==> src/flash_seq_pkg.sv <==
// Shared constants for the flash program/erase sequencer
`default_nettype none
package flash_seq_pkg;
  // ----------------------------------------
  // Register offsets (byte addresses)
  // ----------------------------------------
  localparam logic [7:0] OFF_MODE_PRI  = 8'h00;
  localparam logic [7:0] OFF_MODE_SEC  = 8'h04;
  localparam logic [7:0] OFF_ERASE_SEL = 8'h08;
  localparam logic [7:0] OFF_STATUS    = 8'h0c;
  localparam logic [7:0] OFF_RATE_SEL  = 8'h10;
  // ----------------------------------------
  // Field positions
  // ----------------------------------------
  localparam int POS_PROG   = 0;
  localparam int POS_ERASE  = 1;
  localparam int POS_PVER   = 2;
  localparam int POS_EVER   = 3;
  localparam int POS_SWE    = 6;
  localparam int POS_ERR    = 7;
  localparam int POS_PAGE_V = 0;
  localparam int POS_RATEOK = 1;
  localparam int POS_MODE   = 2;
  // ----------------------------------------
  // Widths and reset values
  // ----------------------------------------
  localparam int PAGE_BYTES = 128;
  localparam int IDX_W      = 7;
  localparam int ADDR_W     = 15;
  localparam int BLOCKS     = 5;
  localparam logic [7:0]  ERASED_BYTE   = 8'hff;
  localparam logic [15:0] ERASED_WORD   = 16'hffff;
  localparam logic [7:0]  RST_MODE_PRI  = 8'h00;
  localparam logic [4:0]  RST_ERASE_SEL = 5'h00;
  localparam logic [2:0]  RST_RATE_SEL  = 3'h0;
  // ----------------------------------------
  // Auto-baud guaranteed ranges (kHz)
  // ----------------------------------------
  localparam int SLOW_MAX_KHZ = 10000;
  localparam int FAST_MAX_KHZ = 20000;
  localparam int MIN_1200_KHZ = 2000;
  localparam int MIN_2400_SLOW_KHZ = 4000;
  localparam int MIN_2400_FAST_KHZ = 2000;
  localparam int MIN_4800_SLOW_KHZ = 8000;
  localparam int MIN_4800_FAST_KHZ = 6000;
  localparam int MIN_9600_KHZ  = 8000;
  localparam int MIN_19200_KHZ = 16000;
  localparam logic [2:0] RATE_1200  = 3'h0;
  localparam logic [2:0] RATE_2400  = 3'h1;
  localparam logic [2:0] RATE_4800  = 3'h2;
  localparam logic [2:0] RATE_9600  = 3'h3;
  localparam logic [2:0] RATE_19200 = 3'h4;
  // ----------------------------------------
  // Operating modes
  // ----------------------------------------
  typedef enum logic [4:0] {
    MODE_IDLE  = 5'b00001,
    MODE_PROG  = 5'b00010,
    MODE_PVER  = 5'b00100,
    MODE_ERASE = 5'b01000,
    MODE_EVER  = 5'b10000
  } mode_t;
endpackage : flash_seq_pkg
`default_nettype wire

==> src/page_latch.sv <==
// 128-byte program page latch held in flip-flops
`timescale 1ns/1ps
`default_nettype none
module page_latch
  import flash_seq_pkg::*;
(
  input  wire logic             core_clk,
  input  wire logic             rst,
  input  wire logic             ce,
  input  wire logic             clear,
  input  wire logic             wr_en,
  input  wire logic [IDX_W-1:0] wr_idx,
  input  wire logic [7:0]       wr_data,
  input  wire logic [IDX_W-1:0] rd_idx,
  output logic      [7:0]       rd_data
);
  logic [7:0] page_ff [PAGE_BYTES];

  // ----------------------------------------
  // Storage
  // ----------------------------------------
  // Unwritten bytes read as erased, so a short page programs nothing extra
  for (genvar i = 0; i < PAGE_BYTES; i++)
  begin : g_byte
    always_ff @(posedge core_clk or posedge rst)
    begin
      if (rst)
        page_ff[i] <= ERASED_BYTE;
      else if (ce && clear)
        page_ff[i] <= ERASED_BYTE;
      else if (ce && wr_en && (wr_idx == IDX_W'(i)))
        page_ff[i] <= wr_data;
    end
  end

  assign rd_data = page_ff[rd_idx];
endmodule : page_latch
`default_nettype wire

==> src/flash_program_erase_sequencer.sv <==
// Flash program/erase sequencer: mode registers, page latch, verify and error protection
// ----------------------------------------
// Overview of operation
// - Array runs in program, program-verify, erase or erase-verify mode from primary control.
// - Device latches page address and 128 consecutive data bytes before the pulse.
// - Program pulse lasts exactly while the program bit is 1.
// - Verify: byte ff dummy-written to even address, then word read there.
// - Erase needs no prior pre-write to zeros.
// - Erase pulse lasts exactly while the erase bit is 1; here only while the program bit is also 0, since program wins.
// - Boot auto-baud is guaranteed only within the listed rate/clock ranges.
// - With write enable clear, program and erase bits are ignored.
// - Flash read, exception or sleep during a pulse sets error and aborts.
// ----------------------------------------
//
// Implementation choices: the register offsets and the plain strobed port.
`timescale 1ns/1ps
`default_nettype none
module flash_program_erase_sequencer
  import flash_seq_pkg::*;
#(
  parameter int FOSC_KHZ     = 10000,
  parameter bit FAST_VARIANT = 1'b0
)
(
  input  wire logic              core_clk,
  input  wire logic              rst,
  input  wire logic              ce,
  input  wire logic [7:0]        reg_addr,
  input  wire logic [7:0]        reg_wdata,
  input  wire logic              reg_we,
  input  wire logic              reg_re,
  output logic      [7:0]        reg_rdata,
  input  wire logic [ADDR_W-1:0] fl_addr,
  input  wire logic [7:0]        fl_wdata,
  input  wire logic              fl_we,
  input  wire logic              fl_re,
  output logic      [15:0]       fl_rdata,
  input  wire logic              exception_evt,
  input  wire logic              sleep_evt,
  output logic                   arr_prog,
  output logic                   arr_erase,
  output logic      [BLOCKS-1:0] arr_blocks,
  output logic      [7:0]        arr_page_base,
  input  wire logic [IDX_W-1:0]  arr_byte_idx,
  output logic      [7:0]        arr_byte,
  output logic      [ADDR_W-1:0] arr_addr,
  input  wire logic [15:0]       arr_rdata
);
  // ----------------------------------------
  // Decode helpers
  // ----------------------------------------
  function automatic mode_t mode_of(input logic [7:0] mcr);
    if (mcr[POS_PROG])
      return MODE_PROG;
    else if (mcr[POS_ERASE])
      return MODE_ERASE;
    else if (mcr[POS_PVER])
      return MODE_PVER;
    else if (mcr[POS_EVER])
      return MODE_EVER;
    else
      return MODE_IDLE;
  endfunction : mode_of

  function automatic logic rate_ok(input logic [2:0] sel);
    int lo;
    int hi;
    lo = 0;
    hi = FAST_VARIANT ? FAST_MAX_KHZ : SLOW_MAX_KHZ;
    case (sel)
      RATE_1200:  lo = MIN_1200_KHZ;
      RATE_2400:  lo = FAST_VARIANT ? MIN_2400_FAST_KHZ : MIN_2400_SLOW_KHZ;
      RATE_4800:  lo = FAST_VARIANT ? MIN_4800_FAST_KHZ : MIN_4800_SLOW_KHZ;
      RATE_9600:  lo = FAST_VARIANT ? MIN_9600_KHZ : hi + 1;
      RATE_19200: lo = FAST_VARIANT ? MIN_19200_KHZ : hi + 1;
      default:    lo = hi + 1;
    endcase
    return (FOSC_KHZ >= lo) && (FOSC_KHZ <= hi);
  endfunction : rate_ok

  // ----------------------------------------
  // State
  // ----------------------------------------
  logic [7:0]        mode_pri_ff;
  logic              err_ff;
  logic [BLOCKS-1:0] erase_sel_ff;
  logic [2:0]        rate_sel_ff;
  logic [7:0]        page_base_ff;
  logic              page_valid_ff;
  logic [ADDR_W-1:0] ver_addr_ff;
  logic [15:0]       fl_rdata_ff;
  logic [7:0]        reg_rdata_ff;

  mode_t             mode;
  logic              sel_pri;
  logic              sel_sec;
  logic              sel_ers;
  logic              sel_sts;
  logic              sel_rate;
  logic              wr_pri;
  logic              busy;
  logic              err_evt;
  logic              page_wr;
  logic              dummy_wr;
  logic [7:0]        nxt_mode_pri;
  logic [7:0]        rd_mux;

  assign sel_pri  = (reg_addr == OFF_MODE_PRI);
  assign sel_sec  = (reg_addr == OFF_MODE_SEC);
  assign sel_ers  = (reg_addr == OFF_ERASE_SEL);
  assign sel_sts  = (reg_addr == OFF_STATUS);
  assign sel_rate = (reg_addr == OFF_RATE_SEL);
  assign wr_pri   = reg_we && sel_pri;

  // Pulse bits only stick when write enable is set in the same write
  assign nxt_mode_pri = {1'b0, reg_wdata[POS_SWE], 2'b00,
                         reg_wdata[POS_EVER], reg_wdata[POS_PVER],
                         reg_wdata[POS_ERASE] & reg_wdata[POS_SWE],
                         reg_wdata[POS_PROG] & reg_wdata[POS_SWE]};

  assign mode     = mode_of(mode_pri_ff);
  assign busy     = (mode == MODE_PROG) || (mode == MODE_ERASE);
  assign err_evt  = busy && (fl_re || exception_evt || sleep_evt);
  assign page_wr  = fl_we && (mode == MODE_IDLE) && mode_pri_ff[POS_SWE];
  assign dummy_wr = fl_we && ((mode == MODE_PVER) || (mode == MODE_EVER))
                    && !fl_addr[0] && (fl_wdata == ERASED_BYTE);

  // ----------------------------------------
  // Registers
  // ----------------------------------------
  always_ff @(posedge core_clk or posedge rst)
  begin
    if (rst)
    begin
      mode_pri_ff  <= RST_MODE_PRI;
      erase_sel_ff <= RST_ERASE_SEL;
      rate_sel_ff  <= RST_RATE_SEL;
      err_ff       <= 1'b0;
    end
    else if (ce)
    begin
      if (wr_pri)
        mode_pri_ff <= nxt_mode_pri;
      if (reg_we && sel_ers)
        erase_sel_ff <= reg_wdata[BLOCKS-1:0];
      if (reg_we && sel_rate)
        rate_sel_ff <= reg_wdata[2:0];
      // Sticky until reset; only a reset clears error protection
      if (err_evt)
        err_ff <= 1'b1;
    end
  end

  // ----------------------------------------
  // Page address latch and verify address
  // ----------------------------------------
  always_ff @(posedge core_clk or posedge rst)
  begin
    if (rst)
    begin
      page_base_ff  <= 8'h00;
      page_valid_ff <= 1'b0;
      ver_addr_ff   <= '0;
    end
    else if (ce)
    begin
      if (page_wr)
      begin
        page_base_ff  <= fl_addr[ADDR_W-1:IDX_W];
        page_valid_ff <= 1'b1;
      end
      else if (mode == MODE_PROG && wr_pri && !nxt_mode_pri[POS_PROG])
        page_valid_ff <= 1'b0;
      if (dummy_wr)
        ver_addr_ff <= fl_addr;
    end
  end

  page_latch u_page (
    .core_clk (core_clk),
    .rst      (rst),
    .ce       (ce),
    .clear    (ce && (mode == MODE_PROG) && wr_pri && !nxt_mode_pri[POS_PROG]),
    .wr_en    (page_wr),
    .wr_idx   (fl_addr[IDX_W-1:0]),
    .wr_data  (fl_wdata),
    .rd_idx   (arr_byte_idx),
    .rd_data  (arr_byte)
  );

  // ----------------------------------------
  // Array strobes
  // ----------------------------------------
  // Pulses follow the control bits directly; software owns the timing
  assign arr_prog      = (mode == MODE_PROG) && !err_ff;
  assign arr_erase     = (mode == MODE_ERASE) && !err_ff;
  assign arr_blocks    = erase_sel_ff;
  assign arr_page_base = page_base_ff;
  assign arr_addr      = ((mode == MODE_PVER) || (mode == MODE_EVER)) ? ver_addr_ff : fl_addr;

  // ----------------------------------------
  // Read paths
  // ----------------------------------------
  assign rd_mux = sel_pri  ? mode_pri_ff :
                  sel_sec  ? {err_ff, 7'h00} :
                  sel_ers  ? {3'h0, erase_sel_ff} :
                  sel_sts  ? {1'b0, mode, rate_ok(rate_sel_ff), page_valid_ff} :
                  sel_rate ? {5'h00, rate_sel_ff} : 8'h00;

  always_ff @(posedge core_clk or posedge rst)
  begin
    if (rst)
    begin
      reg_rdata_ff <= 8'h00;
      fl_rdata_ff  <= ERASED_WORD;
    end
    else if (ce)
    begin
      if (reg_re)
        reg_rdata_ff <= rd_mux;
      // Array is not readable mid-pulse; return erased pattern instead
      if (fl_re)
        fl_rdata_ff <= busy ? ERASED_WORD : arr_rdata;
    end
  end

  assign reg_rdata = reg_rdata_ff;
  assign fl_rdata  = fl_rdata_ff;
endmodule : flash_program_erase_sequencer
`default_nettype wire

==> config.mk <==
export PLATFORM = sky130hd
export DESIGN_NAME = flash_program_erase_sequencer
export DESIGN_NICKNAME = d
export VERILOG_FILES = /design/src/flash_seq_pkg.sv /design/src/page_latch.sv /design/src/flash_program_erase_sequencer.sv
export SDC_FILE = /design/constraint.sdc
export NUM_CORES = 2
export LEC_CHECK = 0
export BUFFER_PORTS_ARGS = -buffer_cell sky130_fd_sc_hd__buf_2
export CORE_MARGIN = 2
export CORE_UTILIZATION = 60
export DETAILED_ROUTE_END_ITERATION = 16
export GPL_ROUTABILITY_DRIVEN = 0
export GPL_TIMING_DRIVEN = 0
export MAX_ROUTING_LAYER = met4
export PLACE_DENSITY_LB_ADDON = 0.1
export SYNTH_ARGS = -nofsm -noshare
export SYNTH_HDL_FRONTEND = slang
export SYNTH_SLANG_ARGS = --single-unit
export TNS_END_PERCENT = 20
==> constraint.sdc <==
create_clock -name core_clk -period 93.1 [get_ports core_clk]
set_clock_uncertainty 0.05 [all_clocks]
set_input_delay 4.655 -clock core_clk [delete_from_list [all_inputs] [get_ports core_clk]]
set_output_delay 4.655 -clock core_clk [all_outputs]
set_load 0.02 [all_outputs]
After elaboration in Yosys (flattened, before gate mapping) --
Cells that the tools add are included.
Word-level totals: memories kept 0, latch bits 0, flip-flop bits (word level) 1086, ROM bits 0, output and inout bits 62, memory bits (writable) 0, word-level logic and storage cells 848, bits of input ports 71
Cells by class: reduce and logical (&&, ||, !) cells 294, multiply operators 0, shifts and indexed selects 0, divide/modulo/power cells 0, multiplexer cells 273, eq/ne operators 139, bitwise logic cells 3, add/sub/neg operators 0, $lt $le $gt $ge 2
Operators by type and width (count):
- $mux W8 | 260
- $eq A7 B7 Y1 const B | 64
- $reduce_bool A2 Y1 | 129
- $eq A7 B6 Y1 const B | 32
- $logic_and A1 B1 Y1 | 146
- $eq A7 B5 Y1 const B | 16
- $bmux W8 S7 | 1
- $eq A7 B4 Y1 const B | 8
- $pmux W14 S3 | 1
- $ge A15 B32 Y1 const A | 1
- $eq A7 B3 Y1 const B | 4
- $mux W5 | 4
- $reduce_and A2 Y1 | 9
- $eq A8 B4 Y1 const B | 2
- $mux W16 | 1
- $mux W15 | 1
- $eq A7 B2 Y1 const B | 2
- $mux W7 | 2
- $eq A8 B3 Y1 const B | 1
- $eq A8 B5 Y1 const B | 1
- $eq A8 B8 Y1 const B | 1
- $ge A8 B8 Y1 const B | 1
- $logic_not A8 Y1 | 1
- $not A7 Y8 | 1
- other kinds (15) | 22

Longest topological paths before layout --
depth after elaboration 11, gate-level depth with buffers 9, gate-level depth less buffers 5

Cells and area by module --
Synthesis repeated with hierarchy kept, for this count alone.
Unflattened totals: cell total of the unflattened synthesis 4511, area total of the unflattened synthesis 53904.2 µm²
By module, submodules not included:
- page_latch | times used 1, seq. area each 26905.8 µm², area an instance 51081.5 µm², cells an instance 4293
- flash_program_erase_sequencer | times used 1, seq. area each 1571.5 µm², area an instance 2822.7 µm², cells an instance 218

Worst setup path before layout --
OpenSTA, ideal clock, no wires.
path kind input port to output port, start input port arr_byte_idx[0], end output port arr_byte[0], stages 6, path buffers 2, path slack 81.307 ns, arrival time 7.088 ns, cells stage by stage buf_2 -> clkbuf_1 -> mux4_2 -> mux4_2 -> mux4_2 -> mux2_2
Between the ends: longest elaborated chain between the ends 4
RTL lines:
- from (decl) | line flash_program_erase_sequencer.sv:44 | input wire logic [IDX_W-1:0] arr_byte_idx,
- $not A7 Y8 (not written as such) | line page_latch.sv:36 | assign rd_data = page_ff[rd_idx];
- $bmux W8 S7 | line page_latch.sv:36
- $mux W8 (not written as such) (2 in series) | line page_latch.sv:36
- to (decl) | line flash_program_erase_sequencer.sv:45 | output logic [7:0] arr_byte,
Every way passes these cells. The select of a mux whose other input is x is not followed.

Worst setup path in the final report --
start input port arr_byte_idx[2], end output port arr_byte[3]
The elaborated chain is that of the path after synthesis.

==> out/qor.csv <==
stage,metric,value,unit
status,result of the run,finished with violations,
status,violated checks,"max-capacitance violations, max-slew violations",
global_routing,global-route congestion overflow total,0,
cts,number of post-CTS setup repair buffers,0,
timing,number of setup violations in the final report,0,
drt,routed wirelength normalized by instance count,31.9,um
worst_setup_path,WP buf/inv,3,
worst_setup_path,CP Launch Type,primary input,
timing,Max Fclk,74.5,MHz
drt,detailed-router iteration count before antenna repair,9,
global_routing,first-pass GRT wire length,298000,um
final_layout,Final Net Count,5316,
worst_setup_path,most used cell along the critical path,sky130_fd_sc_hd__mux4_2,
cts,"Hold-fix buffers, CTS",0,
worst_setup_path,type of element capturing the critical path,output port,
worst_setup_path,highest net fanout along the worst path,10,
place,estimated wirelength of the detail-placed design,149000,um
synthesis,Post-Syn Nets,5058,
power,IR Drop Worst-Case VDD,0.0000167,V
worst_setup_path,"Largest stage delay, worst path",0.99,ns
timing,worst max-slew margin expressed relative to the limit,-7.50,%
synthesis,Synth area leaders,"sky130_fd_sc_hd__dfstp_2 (51%), sky130_fd_sc_hd__mux4_2 (14%), sky130_fd_sc_hd__nand2_1 (13%), sky130_fd_sc_hd__nand3_1 (7.2%), sky130_fd_sc_hd__mux2i_1 (5.6%)",
run,number of max-cap violations,4,
worst_setup_path,category of cells accounting for the largest share of critical-path delay,multiplexers,
global_routing,antenna violations before repair,25,
die,die footprint,91000,um^2
worst_setup_path,Levels on crit path,7,
worst_setup_path,CP arrival,8.72,ns
worst_setup_path,worst path required time,88.40,ns
synthesis,Yosys reg bits,1086,
synthesis,average cell area after synthesis,10.7,um^2
final_layout,fill cell total of the finished layout,6665,
place,placed cells,6293,
die,starting density of the core,60.4,%
worst_setup_path,termination of the worst setup path,arr_byte[3],
synthesis,top flip-flop cell by instance count after synthesis,sky130_fd_sc_hd__dfstp_2,
power,power density relative to cell area,17.5,nW/um^2
timing,Final Hold Fails,0,
cts,clock sinks,1086,
worst_setup_path,register-to-register path setup slack,88.21,ns
cts,clock buffers created by TritonCTS,115,
final_layout,final non-filler cell total,6549,
final_layout,area growth from synthesis to layout,12.8,%
synthesis,post-synth top area share,51.4,%
cts,clock latency on the worst-skew pair,0.75,ns
synthesis,Yosys cell types,50,
cts,number of instances resized during post-cts repair,0,
drt,detailed router's first-iteration violation count,7536,
timing,setup TNS,0,ns
worst_setup_path,Critical Setup Path Class,primary input to output port,
die,Core Rows,109,
timing,final cycle utilization of the critical path,14.4,%
cts,clock tree from TritonCTS,built,
timing,max-slew violation count,31,
die,I/O pins,133,
die,die extent in y,302,um
cts,CTS H-Tree Depth,3,
place,count of buffers from port buffering,120,
synthesis,netlist area before placement,53200,um^2
drt,detailed-route vias per instance,6.78,
cts,clock root buffer master,sky130_fd_sc_hd__clkbuf_16,
final_layout,fraction of final layout cells sized beyond drive strength 1,34.3,%
global_routing,vias in the first global route,42514,
timing,actual slew at the worst max-slew pin,1.61,ns
drt,number of remaining DRC errors,0,
synthesis,number of standard cells after synthesis,4987,
timing,Period minus WS final,13.42,ns
worst_setup_path,chain of cells forming the critical path,clkbuf_1 > clkbuf_1 > mux4_2 > mux4_2 > mux4_2 > mux2_2 > buf_2,
synthesis,count of synthesis-stage warnings from yosys,0,
worst_setup_path,Critical-path top delay cell,sky130_fd_sc_hd__clkbuf_1,
die,CORE AREA,88100,um^2
cts,"CTS clk-pin slew, worst paths",0.06,ns
synthesis,number of synthesized flops with an enable pin,0,
cts,number of buffers between clock root and the deepest sink,3,
synthesis,share of flip-flops with an asynchronous set or reset after synthesis,100,%
hold_path,Min-Delay Path Class,flop to flop,
synthesis,register area share after synthesis,53.6,%
global_routing,pin count of the biggest net entering global routing,126,
die,die outline width,302,um
power,Leakage Power,0.0269,uW
synthesis,library cell occupying the most area in the post-synthesis netlist,sky130_fd_sc_hd__dfstp_2,
worst_setup_path,Worst R2R Path Depth,8,
worst_setup_path,Reg2Reg Launch Point,mode_pri_ff[2],
timing,setup repair after global routing missed its margin,no,
global_routing,total global routing track utilization,47.8,%
worst_setup_path,startpoint of the most critical setup path,arr_byte_idx[2],
drt,Via Count,44422,
worst_setup_path,endpoint of the most critical register-to-register path,u_page.page_ff[670],
drt,wire length reported by the detailed router,209000,um
drt,residual antenna-violating net count after detailed routing,0,
-- power by group --
group	total, uW	internal (uW)	switching (uW)	leakage, uW
sequential	479	478	1.53	0.0114
combinational	63.0	14.9	48.1	0.0135
clock	509	300	209	0.00204
total	1050	793	258	0.0269
-- logic make-up after synthesis --
logic type	synth area share, %
mux	20.9
flops	53.6
buf+inv	2.63
simple gates	22.3
compound gates	0.579
-- worst register-to-register path, delay by kind of cell, from the launching register on --
| kind | cells | cell delay [ns] |
|---|---|---|
| buf+inv | 3 | 2.37 |
| flops | 1 | 0.46 |
| simple gates | 5 | 1.92 |
-- worst min-delay path by stage --
stage	startpoint	slack, ns	to	depth (start not counted)
2_1_floorplan	ver_addr_ff[0]	0.40	ver_addr_ff[0]	1
3_3_place_gp	reg_rdata[4]	0.41	reg_rdata[4]	2
3_5_place_dp	reg_rdata[4]	0.42	reg_rdata[4]	2
4_1_cts	reg_rdata[4]	0.43	reg_rdata[4]	2
5_1_grt	u_page.page_ff[192]	0.44	u_page.page_ff[192]	2
6_report	reg_rdata[4]	0.42	reg_rdata[4]	2
-- cells in the mapped netlist, types with 2 or more instances --
master / count
sky130_fd_sc_hd__nor3_1: 24
sky130_fd_sc_hd__nor2b_1: 7
sky130_fd_sc_hd__a32oi_1: 3
sky130_fd_sc_hd__inv_1: 2
sky130_fd_sc_hd__mux4_2: 336
sky130_fd_sc_hd__mux2_2: 53
sky130_fd_sc_hd__nor2_1: 90
sky130_fd_sc_hd__nand4_1: 10
sky130_fd_sc_hd__nor3_2: 16
sky130_fd_sc_hd__nand2_1: 1873
sky130_fd_sc_hd__nand3_1: 763
sky130_fd_sc_hd__o21ai_0: 9
sky130_fd_sc_hd__a22oi_1: 2
sky130_fd_sc_hd__mux2i_1: 296
sky130_fd_sc_hd__and4_1: 3
sky130_fd_sc_hd__nand4b_1: 3
sky130_fd_sc_hd__buf_4: 4
sky130_fd_sc_hd__dfstp_2: 1040
sky130_fd_sc_hd__clkbuf_1: 302
sky130_fd_sc_hd__nor4_1: 4
sky130_fd_sc_hd__o22a_1: 16
sky130_fd_sc_hd__dfrtp_1: 46
sky130_fd_sc_hd__and3_1: 8
sky130_fd_sc_hd__a22o_1: 2
sky130_fd_sc_hd__and2_1: 2
sky130_fd_sc_hd__nand2b_1: 7
sky130_fd_sc_hd__buf_2: 24
sky130_fd_sc_hd__buf_1: 18
sky130_fd_sc_hd__buf_6: 3
-- through the flow --
step / setup slack (ns) / hold WS, ns / area [um^2] / util (%) / total power (uW)
after floorplan: 59.54 / 0.397 / 53200 / - / 517
after global placement: 47.59 / 0.412 / 55200 / 62.7 / 540
after detailed placement: 80.08 / 0.416 / 55700 / 63.2 / 546
after CTS: 80.08 / 0.430 / 59900 / 68.0 / 1040
after global routing: 79.94 / 0.442 / 59900 / 68.0 / 1070
final: 79.68 / 0.422 / 60000 / 68.1 / 1050
-- cell usage in the layout, fill, tap and decap left out, types with 20 or more instances in the layout --
master and n:
sky130_fd_sc_hd__buf_2 145, sky130_fd_sc_hd__clkbuf_1 325, sky130_fd_sc_hd__clkbuf_16 115, sky130_fd_sc_hd__clkbuf_8 27
sky130_fd_sc_hd__clkinv_2 20, sky130_fd_sc_hd__dfrtp_1 46, sky130_fd_sc_hd__dfstp_2 1040, sky130_fd_sc_hd__diode_2 37
sky130_fd_sc_hd__mux2_2 53, sky130_fd_sc_hd__mux2i_1 296, sky130_fd_sc_hd__mux4_2 336, sky130_fd_sc_hd__nand2_1 1873
sky130_fd_sc_hd__nand3_1 763, sky130_fd_sc_hd__nor2_1 82, sky130_fd_sc_hd__nor3_2 21
-- metal layers --
layer	share of wire, %	track usage [%]	vias to the layer above	routed length (um)
li1	-	-	17742	-
met5	0	-	-	0
met4	8.5	31.6	0	17800
met2	41	63.0	3446	85500
met3	15	22.5	958	32000
met1	35	58.1	22276	73300
-- area by class of cell --
class	instances	area, um^2	area share (%)
multi-input combinational	3547	23400	39.0
clock inverter	53	815	1.36
tap	1165	1460	2.43
clock buffer	166	3340	5.57
inverter	3	18.8	0.0313
sequential	1086	28500	47.5
buffer	351	1390	2.31
antenna	37	92.6	0.154
timing repair buffer	141	1020	1.70
-- flip-flops by register name, summed over array words and instances, names as in the netlist --
register / flops
u_page.page_ff: 1024
fl_rdata: 16
ver_addr_ff: 15
arr_page_base: 8
reg_rdata: 8
arr_blocks: 5
mode_pri_ff: 5
rate_sel_ff: 3
err_ff: 1
page_valid_ff: 1
No activity file was read; power rests on OpenSTA's default activity.
